===== src/design/pst_pkg.sv =====
// package: constants and types for the phase-selective trip logic
package pst_pkg;

    // ==================================================
    // clock and timing
    localparam int unsigned CLK_HZ = 25000000;
    localparam int unsigned TICK_MS = 1;
    localparam int unsigned TICK_CYCLES = CLK_HZ / 1000 * TICK_MS;
    localparam int unsigned MS_MIN = 50;
    localparam int unsigned MS_MAX = 60000;
    localparam logic [15:0] MIN_PULSE_MS_RST = 16'h0096;
    localparam logic [15:0] EVOLVE_MS_RST = 16'h03e8;
    localparam logic [15:0] MS_MIN_16 = 16'h0032;
    localparam logic [15:0] MS_MAX_16 = 16'hea60;

    // ==================================================
    // register map (byte addresses)
    localparam logic [7:0] ADDR_CTRL = 8'h00;
    localparam logic [7:0] ADDR_MIN_PULSE = 8'h04;
    localparam logic [7:0] ADDR_EVOLVE = 8'h08;
    localparam logic [7:0] ADDR_STATUS = 8'h0c;
    localparam logic [7:0] ADDR_EVENT = 8'h10;
    localparam logic [7:0] ADDR_MASK = 8'h14;

    // ctrl fields
    localparam int unsigned CTRL_MODE_LSB = 0;
    localparam int unsigned MODE_W = 2;

    // status fields: outputs live
    localparam int unsigned ST_PH1 = 0;
    localparam int unsigned ST_GEN = 3;
    localparam int unsigned ST_ALL = 4;
    localparam int unsigned ST_EVOLVE = 5;

    // event bits: [3:0]=on of ph1..3,gen, [7:4]=off of ph1..3,gen
    localparam int unsigned EV_W = 8;
    localparam logic [7:0] EV_RST = 8'h00;

    typedef enum logic [1:0] {
        PST_MODE_OFF = 2'h0,
        PST_MODE_3PH = 2'h1,
        PST_MODE_1PH3PH = 2'h2
    } pst_mode_t;

endpackage : pst_pkg


===== src/design/pst_trip_logic.sv =====
// phase-selective trip logic with wishbone register slave
// ==================================================
// How it works
// - mode register selects off, three-phase, or single/three-phase; off after reset
// - each trip output holds at least min pulse length, 50..60000 ms, default 150
// - evolving-fault wait settable 50..60000 ms, default 1000
// - new request after the general trip has dropped, while evolving wait runs, trips all three phases
// - two phase requests at once also trip the third phase
// - reclose needs met: three-phase request input gives a three-phase trip
// - force input widens single-phase requests to all three phases
// - block input holds every trip output low
// - one request input per phase identifies the faulted phase
// - one trip output per phase drives the first three trip contacts
// - general trip set whenever any trip is generated
// - dedicated three-phase output set whenever all three phases trip
// - on and off events recorded for phase and general trip outputs
// - disabled mode never asserts any trip output
module pst_trip_logic #(
    parameter int unsigned TICK_CYCLES = pst_pkg::TICK_CYCLES
) (
    input wire logic clk_i,
    input wire logic rst_i,
    // wishbone classic slave
    input wire logic cyc_i,
    input wire logic stb_i,
    input wire logic we_i,
    input wire logic [7:0] adr_i,
    input wire logic [3:0] sel_i,
    input wire logic [31:0] dat_i,
    output logic [31:0] dat_o,
    output logic ack_o,
    // request inputs from protection logic (same clock)
    input wire logic output_block_in_i,
    input wire logic single_phase_request_in_i,
    input wire logic three_phase_request_in_i,
    input wire logic phase1_request_in_i,
    input wire logic phase2_request_in_i,
    input wire logic phase3_request_in_i,
    input wire logic force_all_phases_in_i,
    // trip outputs
    output logic phase1_trip_out_o,
    output logic phase2_trip_out_o,
    output logic phase3_trip_out_o,
    output logic general_trip_out_o,
    output logic all_phase_trip_out_o,
    output logic irq_o
);

    // the prescaler counter is 16 bits wide, so larger tick dividers cannot be served
    if (TICK_CYCLES < 1 || TICK_CYCLES > 65535) begin : g_bad_tick
        $error("TICK_CYCLES out of range");
    end

    // ==================================================
    // state
    typedef struct packed {
        logic [31:0] dat;
        logic ack;
        logic [1:0] mode;
        logic [15:0] min_pulse;
        logic [15:0] evolve;
        logic [7:0] ev;
        logic [7:0] mask;
        logic [15:0] tick_cnt;
        logic [2:0] ph_trip;
        logic all_trip;
        logic gen_trip;
        logic [15:0] pulse_cnt;
        logic [15:0] evolve_cnt;
        logic evolve_run;
        logic irq;
    } pst_state_t;

    pst_state_t st_r;
    pst_state_t st_nxt;

    logic [2:0] ph_req;
    logic any_req;
    logic two_ph;
    logic widen;
    logic [2:0] want;
    logic tick;
    logic [7:0] ev_set;
    logic [7:0] ev_clr;
    logic wr;
    logic rd;
    logic [15:0] wval;

    always_comb begin
        st_nxt = st_r;
        ph_req = {phase3_request_in_i, phase2_request_in_i, phase1_request_in_i};
        // a bare single-phase request without phase info cannot pick a phase, so it is ignored
        any_req = (|ph_req) || three_phase_request_in_i;
        two_ph = (ph_req[0] & ph_req[1]) | (ph_req[1] & ph_req[2]) | (ph_req[0] & ph_req[2]);
        widen = three_phase_request_in_i
            || two_ph
            || force_all_phases_in_i
            || (st_r.evolve_run && !st_r.gen_trip)
            || (st_r.mode == pst_pkg::PST_MODE_3PH);
        want = widen ? 3'h7 : ph_req;
        tick = (st_r.tick_cnt == 16'(TICK_CYCLES - 1));
        wr = cyc_i && stb_i && we_i && !st_r.ack;
        rd = cyc_i && stb_i && !we_i && !st_r.ack;
        wval = dat_i[15:0];
        ev_clr = 8'h00;

        // ==================================================
        // tick prescaler
        st_nxt.tick_cnt = tick ? 16'h0000 : st_r.tick_cnt + 16'h0001;

        // ==================================================
        // trip decision
        if (st_r.mode == pst_pkg::PST_MODE_OFF || output_block_in_i) begin
            st_nxt.ph_trip = 3'h0;
            st_nxt.all_trip = 1'b0;
            st_nxt.gen_trip = 1'b0;
            st_nxt.pulse_cnt = 16'h0000;
            st_nxt.evolve_run = 1'b0;
            st_nxt.evolve_cnt = 16'h0000;
        end else begin
            if (any_req) begin
                st_nxt.ph_trip = st_r.ph_trip | want;
                st_nxt.pulse_cnt = st_r.min_pulse;
                if (!st_r.gen_trip && !st_r.evolve_run) begin
                    st_nxt.evolve_run = 1'b1;
                    st_nxt.evolve_cnt = st_r.evolve;
                end
            end else if (st_r.gen_trip) begin
                if (st_r.pulse_cnt <= 16'h0001 && tick) begin
                    st_nxt.ph_trip = 3'h0;
                    st_nxt.pulse_cnt = 16'h0000;
                end else if (tick) begin
                    st_nxt.pulse_cnt = st_r.pulse_cnt - 16'h0001;
                end
            end
            if (st_r.evolve_run && tick && !any_req) begin
                if (st_r.evolve_cnt <= 16'h0001) begin
                    st_nxt.evolve_run = 1'b0;
                end else begin
                    st_nxt.evolve_cnt = st_r.evolve_cnt - 16'h0001;
                end
            end
            st_nxt.gen_trip = |st_nxt.ph_trip;
            st_nxt.all_trip = &st_nxt.ph_trip;
        end

        // ==================================================
        // events: on/off edges of phase and general outputs
        ev_set[3:0] = {st_nxt.gen_trip, st_nxt.ph_trip} & ~{st_r.gen_trip, st_r.ph_trip};
        ev_set[7:4] = ~{st_nxt.gen_trip, st_nxt.ph_trip} & {st_r.gen_trip, st_r.ph_trip};

        // ==================================================
        // wishbone slave, one wait state
        st_nxt.ack = cyc_i && stb_i && !st_r.ack;
        st_nxt.dat = 32'h0000_0000;
        if (wr && sel_i[0]) begin
            if (adr_i == pst_pkg::ADDR_CTRL) begin
                if (dat_i[1:0] != 2'h3) begin
                    st_nxt.mode = dat_i[pst_pkg::CTRL_MODE_LSB +: pst_pkg::MODE_W];
                end
            end else if (adr_i == pst_pkg::ADDR_EVENT) begin
                ev_clr = dat_i[7:0];
            end else if (adr_i == pst_pkg::ADDR_MASK) begin
                st_nxt.mask = dat_i[7:0];
            end
        end
        // range-checked timer settings; out-of-range writes are dropped
        if (wr && sel_i[1:0] == 2'h3 && wval >= pst_pkg::MS_MIN_16 && wval <= pst_pkg::MS_MAX_16) begin
            if (adr_i == pst_pkg::ADDR_MIN_PULSE) begin
                st_nxt.min_pulse = wval;
            end else if (adr_i == pst_pkg::ADDR_EVOLVE) begin
                st_nxt.evolve = wval;
            end
        end
        if (rd) begin
            if (adr_i == pst_pkg::ADDR_CTRL) begin
                st_nxt.dat = {30'h0, st_r.mode};
            end else if (adr_i == pst_pkg::ADDR_MIN_PULSE) begin
                st_nxt.dat = {16'h0, st_r.min_pulse};
            end else if (adr_i == pst_pkg::ADDR_EVOLVE) begin
                st_nxt.dat = {16'h0, st_r.evolve};
            end else if (adr_i == pst_pkg::ADDR_STATUS) begin
                st_nxt.dat = {26'h0, st_r.evolve_run, st_r.all_trip, st_r.gen_trip, st_r.ph_trip};
            end else if (adr_i == pst_pkg::ADDR_EVENT) begin
                st_nxt.dat = {24'h0, st_r.ev};
            end else if (adr_i == pst_pkg::ADDR_MASK) begin
                st_nxt.dat = {24'h0, st_r.mask};
            end else begin
                st_nxt.dat = 32'h0000_0000;
            end
        end

        // set wins over a same-cycle clear
        st_nxt.ev = (st_r.ev & ~ev_clr) | ev_set;
        st_nxt.irq = |(st_nxt.ev & st_nxt.mask);
    end

    always_ff @(posedge clk_i) begin
        if (rst_i) begin
            st_r <= '0;
            st_r.mode <= pst_pkg::PST_MODE_OFF;
            st_r.min_pulse <= pst_pkg::MIN_PULSE_MS_RST;
            st_r.evolve <= pst_pkg::EVOLVE_MS_RST;
            st_r.ev <= pst_pkg::EV_RST;
        end else begin
            st_r <= st_nxt;
        end
    end

    assign dat_o = st_r.dat;
    assign ack_o = st_r.ack;
    assign phase1_trip_out_o = st_r.ph_trip[0];
    assign phase2_trip_out_o = st_r.ph_trip[1];
    assign phase3_trip_out_o = st_r.ph_trip[2];
    assign general_trip_out_o = st_r.gen_trip;
    assign all_phase_trip_out_o = st_r.all_trip;
    assign irq_o = st_r.irq;

endmodule // pst_trip_logic


===== config.mk =====
export PLATFORM = sky130hd
export DESIGN_NAME = pst_trip_logic
export DESIGN_NICKNAME = d
export VERILOG_FILES = /design/src/design/pst_pkg.sv /design/src/design/pst_trip_logic.sv
export SDC_FILE = /design/constraint.sdc
export NUM_CORES = 1
export LEC_CHECK = 0
export BUFFER_PORTS_ARGS = -buffer_cell sky130_fd_sc_hd__buf_2
export CAP_MARGIN = 20
export CORE_ASPECT_RATIO = 0.6
export CORE_MARGIN = 8
export CORE_UTILIZATION = 41
export CTS_BUF_LIST = sky130_fd_sc_hd__clkbuf_8
export DETAILED_ROUTE_END_ITERATION = 8
export GPL_TIMING_DRIVEN = 1
export PLACE_DENSITY_LB_ADDON = 0.08
export SYNTH_ARGS = -nofsm -noshare
export SYNTH_HDL_FRONTEND = slang
export SYNTH_SLANG_ARGS = --single-unit

===== constraint.sdc =====
create_clock -name clk_i -period 3.37 [get_ports clk_i]
set_clock_uncertainty 0.1 [all_clocks]
set_input_delay 0.674 -clock clk_i [delete_from_list [all_inputs] [get_ports clk_i]]
set_output_delay 0.674 -clock clk_i [all_outputs]
set_load 0.005 [all_outputs]

==> results of run 1 <==
[metrics by stage]
step	utilization (%)	hold WS, ns	worst slack (ns)
final	47.8	0.351	0.581
after global routing	47.8	0.387	0.374
after CTS	47.8	0.354	0.615
after detailed placement	45.2	0.341	0.217
after global placement	45.2	0.332	0.308
after floorplan	-	0.318	0.570
[flip-flops by register name, summed over array words and instances, names as in the netlist]
name,cells
ack_o,1
st_r,99
irq_o,1
phase3_trip_out_o,1
all_phase_trip_out_o,1
phase1_trip_out_o,1
phase2_trip_out_o,1
general_trip_out_o,1
dat_o,16
[worst paths after layout]
| check | slack (ns) | start | endpoint |
|---|---|---|---|
| worst max register to register | 0.58 | st_r[18]$_SDFFE_PP0P_ | irq_o$_SDFF_PP0_ |
| worst min-delay path | 0.35 | st_r[39]$_SDFF_PP0_ | st_r[39]$_SDFF_PP0_ |
| worst min register to register | 0.35 | st_r[39]$_SDFF_PP0_ | st_r[39]$_SDFF_PP0_ |
| worst max-delay path | 0.58 | st_r[18]$_SDFFE_PP0P_ | irq_o$_SDFF_PP0_ |
[power by group]
| part | internal (W) | switching (W) | total, W |
|---|---|---|---|
| combinational | 0.0000450 | 0.0000933 | 0.000138 |
| clock | 0.000718 | 0.000617 | 0.00133 |
| sequential | 0.00144 | 0.00000288 | 0.00145 |
[metal layers]
metal,part of all wire [%],vias up
met5,0,-
met4,0.93,0
met3,11,19
met2,37,259
met1,51,2777
li1,-,2816
[cells by family after synthesis]
family / count (synthesis)
flops: 122
buf+inv: 85
simple gates: 304
compound gates: 209
fa+ha+maj: 5
xor+xnor: 21
other cells: 1
mux: 13
[synthesized netlist by cell type, types with 11 or more instances]
library cell / instances / area (sq um)
clkbuf_1: 41 / 154
nand2_1: 46 / 173
nor2_1: 114 / 428
nand4_1: 29 / 181
xor2_1: 11 / 96.3
nor3_1: 25 / 125
dfxtp_1: 122 / 2440
o21bai_1: 11 / 82.6
a22oi_1: 30 / 225
o21ai_0: 47 / 235
nand3_1: 19 / 95.1
a21oi_1: 60 / 300
a31oi_1: 16 / 100
buf_4: 32 / 240
nor4_1: 13 / 81.3
[area by class of cell]
type                    instances  area (sq um)  share of cell area, %
clock buffers                  17           234                   3.35
clock inverters                14           158                   2.26
inverters                       9          33.8                  0.484
multi-input cells             568          3360                   48.1
flip-flops and latches        122          2440                   35.0
well taps                     198           248                   3.55
repair buffers                 84           508                   7.28
[critical path: stages (launching register included)]
cell and delay, ns:
dfxtp_1 0.34, inv_1 0.10, ha_1 0.32, nor2_1 0.08, nor4_1 0.44, nand3_1 0.26
o31ai_1 0.31, buf_4 0.20, a22oi_1 0.09, o22a_1 0.29, a41oi_1 0.18
==> qor.yml, run 1 <==
status: "completed"
clock_path_buffers: 2
fillers: 1436
cts_tree: "done"
track_usage_pct: 19.9
syn_area_sq_um: 6160
power_density_nw_per_um2: 418
avgSynthCellArea_sq_um: 8.10
synth_cells: 760
path_class: "reg -> reg"
tns_ns: 0
io_buffers: 59
hold_path_class: "reg -> reg"
worstSetupStartpointType: "register"
final_antenna_net_count: 0
gr-max-usage-layer: "met1"
wl_um: 19600
io_pins: 95
min_period_ns: 2.79
core-area_sq_um: 14600
drive_gt1_share_pct: 16.7
total_power_w: 0.00292
synth_xor_area_share_pct: 2.99
hold_violations: 0
rsz0062_at_grt: "false"
path_clk_slew_ns: 0.07
die_h_um: 111
area_growth_pct: 13.3
final_cell_mix: "dfxtp_1, nor2_1, a21oi_1"
synth_fa_ha_area_share_pct: 1.02
synth_ff_type: "dfxtp_1"
arrival_ns: 3.03
synth_compound_area_share_pct: 21.6
slew_viol_final: 0
use_met1_pct: 30.6
initial_core_util_pct: 42.2
ys_warn_count: 0
cts_sinks: 122
grt_max_degree: 53
drtIter0Drc: 588
fin_area_sq_um: 6980
worstMarginPinSlew_ns: 1.06
gp_congestion: 0.890
n_antenna_cell: 0
wire_per_inst_um: 19.3
cts-resized-gates: 0
clock_latency_ns: 0.42
grt_antenna_before_repair: 0
final_cells: 1012
max_freq_mhz: 359
final_common_cell: "dfxtp_1"
timing.slew.headroom_pct: 28.7
finalSetupViolCount: 0
ys_ff_latch: 122
ys_seq_area_share_pct: 39.7
muxShareOfSynthArea_pct: 2.19
htree_levels: 4
vdd_ir_drop_max_mv: 0.245
hold-path-cell-count: 1
grt_pass1_wl_um: 31000
dp_hpwl_um: 14600
die_area_sq_um: 19300
synth_simple_gate_area_share_pct: 25.3
ys_async_sr_fraction_pct: 0
cts-root-buf: "clkbuf_8"
grt_use_met2_pct: 24.8
end_kind: "register"
post-cts-setup-buffer-count: 0
drtPass1Iterations: 5
required_ns: 3.61
grt_use_met3_pct: 7.76
hold_buffers: 0
max_cap_viol_count: 0
drc_errors: 0
synth_top_family_by_area: "simple AND/OR/NAND/NOR gates"
place_inst: 981
grt_pass1_vias: 5423
cts_buffers: 17
routed-via-count: 5871
synth_edf_count: 0
postPlaceCellArea_sq_um: 6590
gr-total-overflow: 0
p_leak_nw: 2.66
row_count: 34
fin_crit_sh_pct: 82.8
die_x_um: 174
ys_types: 67
worstPathMaxFanout: 6
nets: 863
reg2reg_depth: 10
via_per_inst: 5.80
Power figures use the tool's default switching activity.
==> run 2, diff against run 1 <==
--- a/config.mk
+++ b/config.mk
@@ -5,6 +5,7 @@
 export SDC_FILE = /design/constraint.sdc
 export NUM_CORES = 1
 export LEC_CHECK = 0
+export ABC_AREA = 1
 export BUFFER_PORTS_ARGS = -buffer_cell sky130_fd_sc_hd__buf_2
 export CAP_MARGIN = 20
 export CORE_ASPECT_RATIO = 0.6
==> constraint.sdc (replaced) <==
create_clock -name clk_i -period 2.5 [get_ports clk_i]
set_clock_uncertainty 0.1 [all_clocks]
set_input_delay 0.5 -clock clk_i [delete_from_list [all_inputs] [get_ports clk_i]]
set_output_delay 0.5 -clock clk_i [all_outputs]
set_load 0.005 [all_outputs]
==> qor.yml, run 2 <==
hold_violations: 0
ys_seq_area_share_pct: 39.1
via_per_inst: 4.97
p_leak_nw: 3.20
die_area_sq_um: 19600
tns_ns: 0
fillers: 1585
arrival_ns: 2.56
drtPass1Iterations: 5
syn_area_sq_um: 6240
power_density_nw_per_um2: 568
worstSetupStartpointType: "register"
max_freq_mhz: 437
fin_crit_sh_pct: 91.6
area_growth_pct: 16.2
synth_top_cell_area_share_pct: 39.1
synth_most_common_cell: "nand2_1"
cts_buffers: 17
ys_warn_count: 0
initial_core_util_pct: 41.3
final_antenna_net_count: 0
hold_path_class: "in -> reg"
vdd_ir_drop_max_mv: 0.259
grt_pass1_vias: 5341
ys_types: 47
finalSetupViolCount: 0
gr-total-overflow: 0
ys_ff_latch: 122
clock_path_buffers: 2
die_h_um: 112
synth_ff_type: "dfxtp_1"
nets: 1026
gp_congestion: 0.878
yosysTopAreaCell: "dfxtp_1"
final_common_cell: "nand2_1"
clock_latency_ns: 0.44
die_x_um: 175
synth.top_cells.by_count: "nand2_1, inv_1, dfxtp_1, nor2_1, a21oi_1"
track_usage_pct: 18.8
grt_pass1_wl_um: 29300
avgSynthCellArea_sq_um: 6.98
slew_viol_final: 0
min_period_ns: 2.29
cts-root-buf: "clkbuf_8"
path_clk_slew_ns: 0.08
drtIter0Drc: 486
final_util_pct: 48.0
path_class: "reg -> reg"
grt_antenna_before_repair: 0
hold_buffers: 0
io_pins: 95
rsz0062_at_grt: "false"
status: "completed"
grt_max_degree: 25
row_count: 35
reg2reg_depth: 12
cts_sinks: 122
ys_async_sr_fraction_pct: 0
wire_per_inst_um: 15.7
regMostFlops: "st_r"
worstPathMaxFanout: 5
cts_tree: "done"
largest_register_ffs: 99
final_cell_mix: "nand2_1, inv_1, dfxtp_1"
max_cap_viol_count: 0
drive_gt1_share_pct: 15.8
synth_cells: 894
core-area_sq_um: 15100
wl_um: 18500
n_antenna_cell: 0
required_ns: 2.77
routed-via-count: 5875
synth_edf_count: 0
hold-path-cell-count: 3
end_kind: "register"
drc_errors: 0
synth_area_leaders: "dfxtp_1, nand2_1, inv_1"
htree_levels: 4
dp_hpwl_um: 14100
io_buffers: 59
run 2: cells by family after synthesis:
logic type	after synthesis	share of synthesized area, %
other	1	0.0601
XOR/XNOR	17	2.39
AO/OA/AOI/OAI	210	18.8
buffers and inverters	191	13.8
multiplexers	4	0.682
flip-flops	122	39.1
AND/OR/NAND/NOR	344	24.1
adder cells (fa/ha/maj)	5	1.00
run 2: layer usage:
layer,share of wire (%),global-route usage (%)
met1,55,29.3
met4,0.94,5.62
met3,7.0,4.53
met2,37,24.1
met5,0,0
run 2: path summary, 6_finish.rpt:
| check | endpoint | slack [ns] | start |
|---|---|---|---|
| worst max-delay path | st_r[24]$_SDFFE_PP0P_ | 0.21 | st_r[39]$_SDFF_PP0_ |
| worst min-delay path | st_r[79]$_SDFFE_PP1P_ | 0.23 | dat_i[8] |
| worst max register to register | st_r[24]$_SDFFE_PP0P_ | 0.21 | st_r[39]$_SDFF_PP0_ |
| worst min register to register | st_r[39]$_SDFF_PP0_ | 0.36 | st_r[39]$_SDFF_PP0_ |
run 2: layout make-up:
cell class                      count  area [sq um]  share of cell area (%)
Multi-Input combinational cell    596          3010                    41.5
Sequential cell                   122          2440                    33.7
Inverter                          132           495                    6.83
Timing Repair Buffer               96           611                    8.42
Clock buffer                       18           248                    3.42
Clock inverter                     14           195                    2.69
Tap cell                          203           254                    3.50
run 2: timing repair:
item / 4_1_cts / 5_1_grt
resized for setup: 0 / 3
buffers inserted: 0 / 1
setup endpoints to repair: 0 / 8
run 2: worst max-delay path: stages, from the launching register on:
cell	delay, ns
dfxtp_1	0.36
ha_1	0.22
nand2_1	0.10
nor2_1	0.10
nand3_1	0.11
nor2_4	0.22
inv_2	0.11
o21ai_2	0.25
and3_1	0.31
nand3_1	0.10
nand2_1	0.08
nand2_1	0.05
a21oi_1	0.11
run 2: power breakdown:
group	switching [W]	total [W]	leakage, nW	internal, W
clock	0.000870	0.00199	0.212	0.00112
combinational	0.000121	0.000182	2.00	0.0000609
sequential	0.00000407	0.00195	0.983	0.00195
run 2: metrics by stage:
step	hold slack (ns)	cells	total power [W]	setup slack, ns	instance area [sq um]
floorplan	0.318	909	0.00210	0.472	6300
global placement	0.330	1148	0.00217	0.170	6790
detailed placement	0.342	1148	0.00217	0.192	6790
CTS	0.211	1180	0.00415	0.155	7230
global route	0.233	1181	0.00425	0.00167	7250
finish	0.232	1181	0.00412	0.210	7250
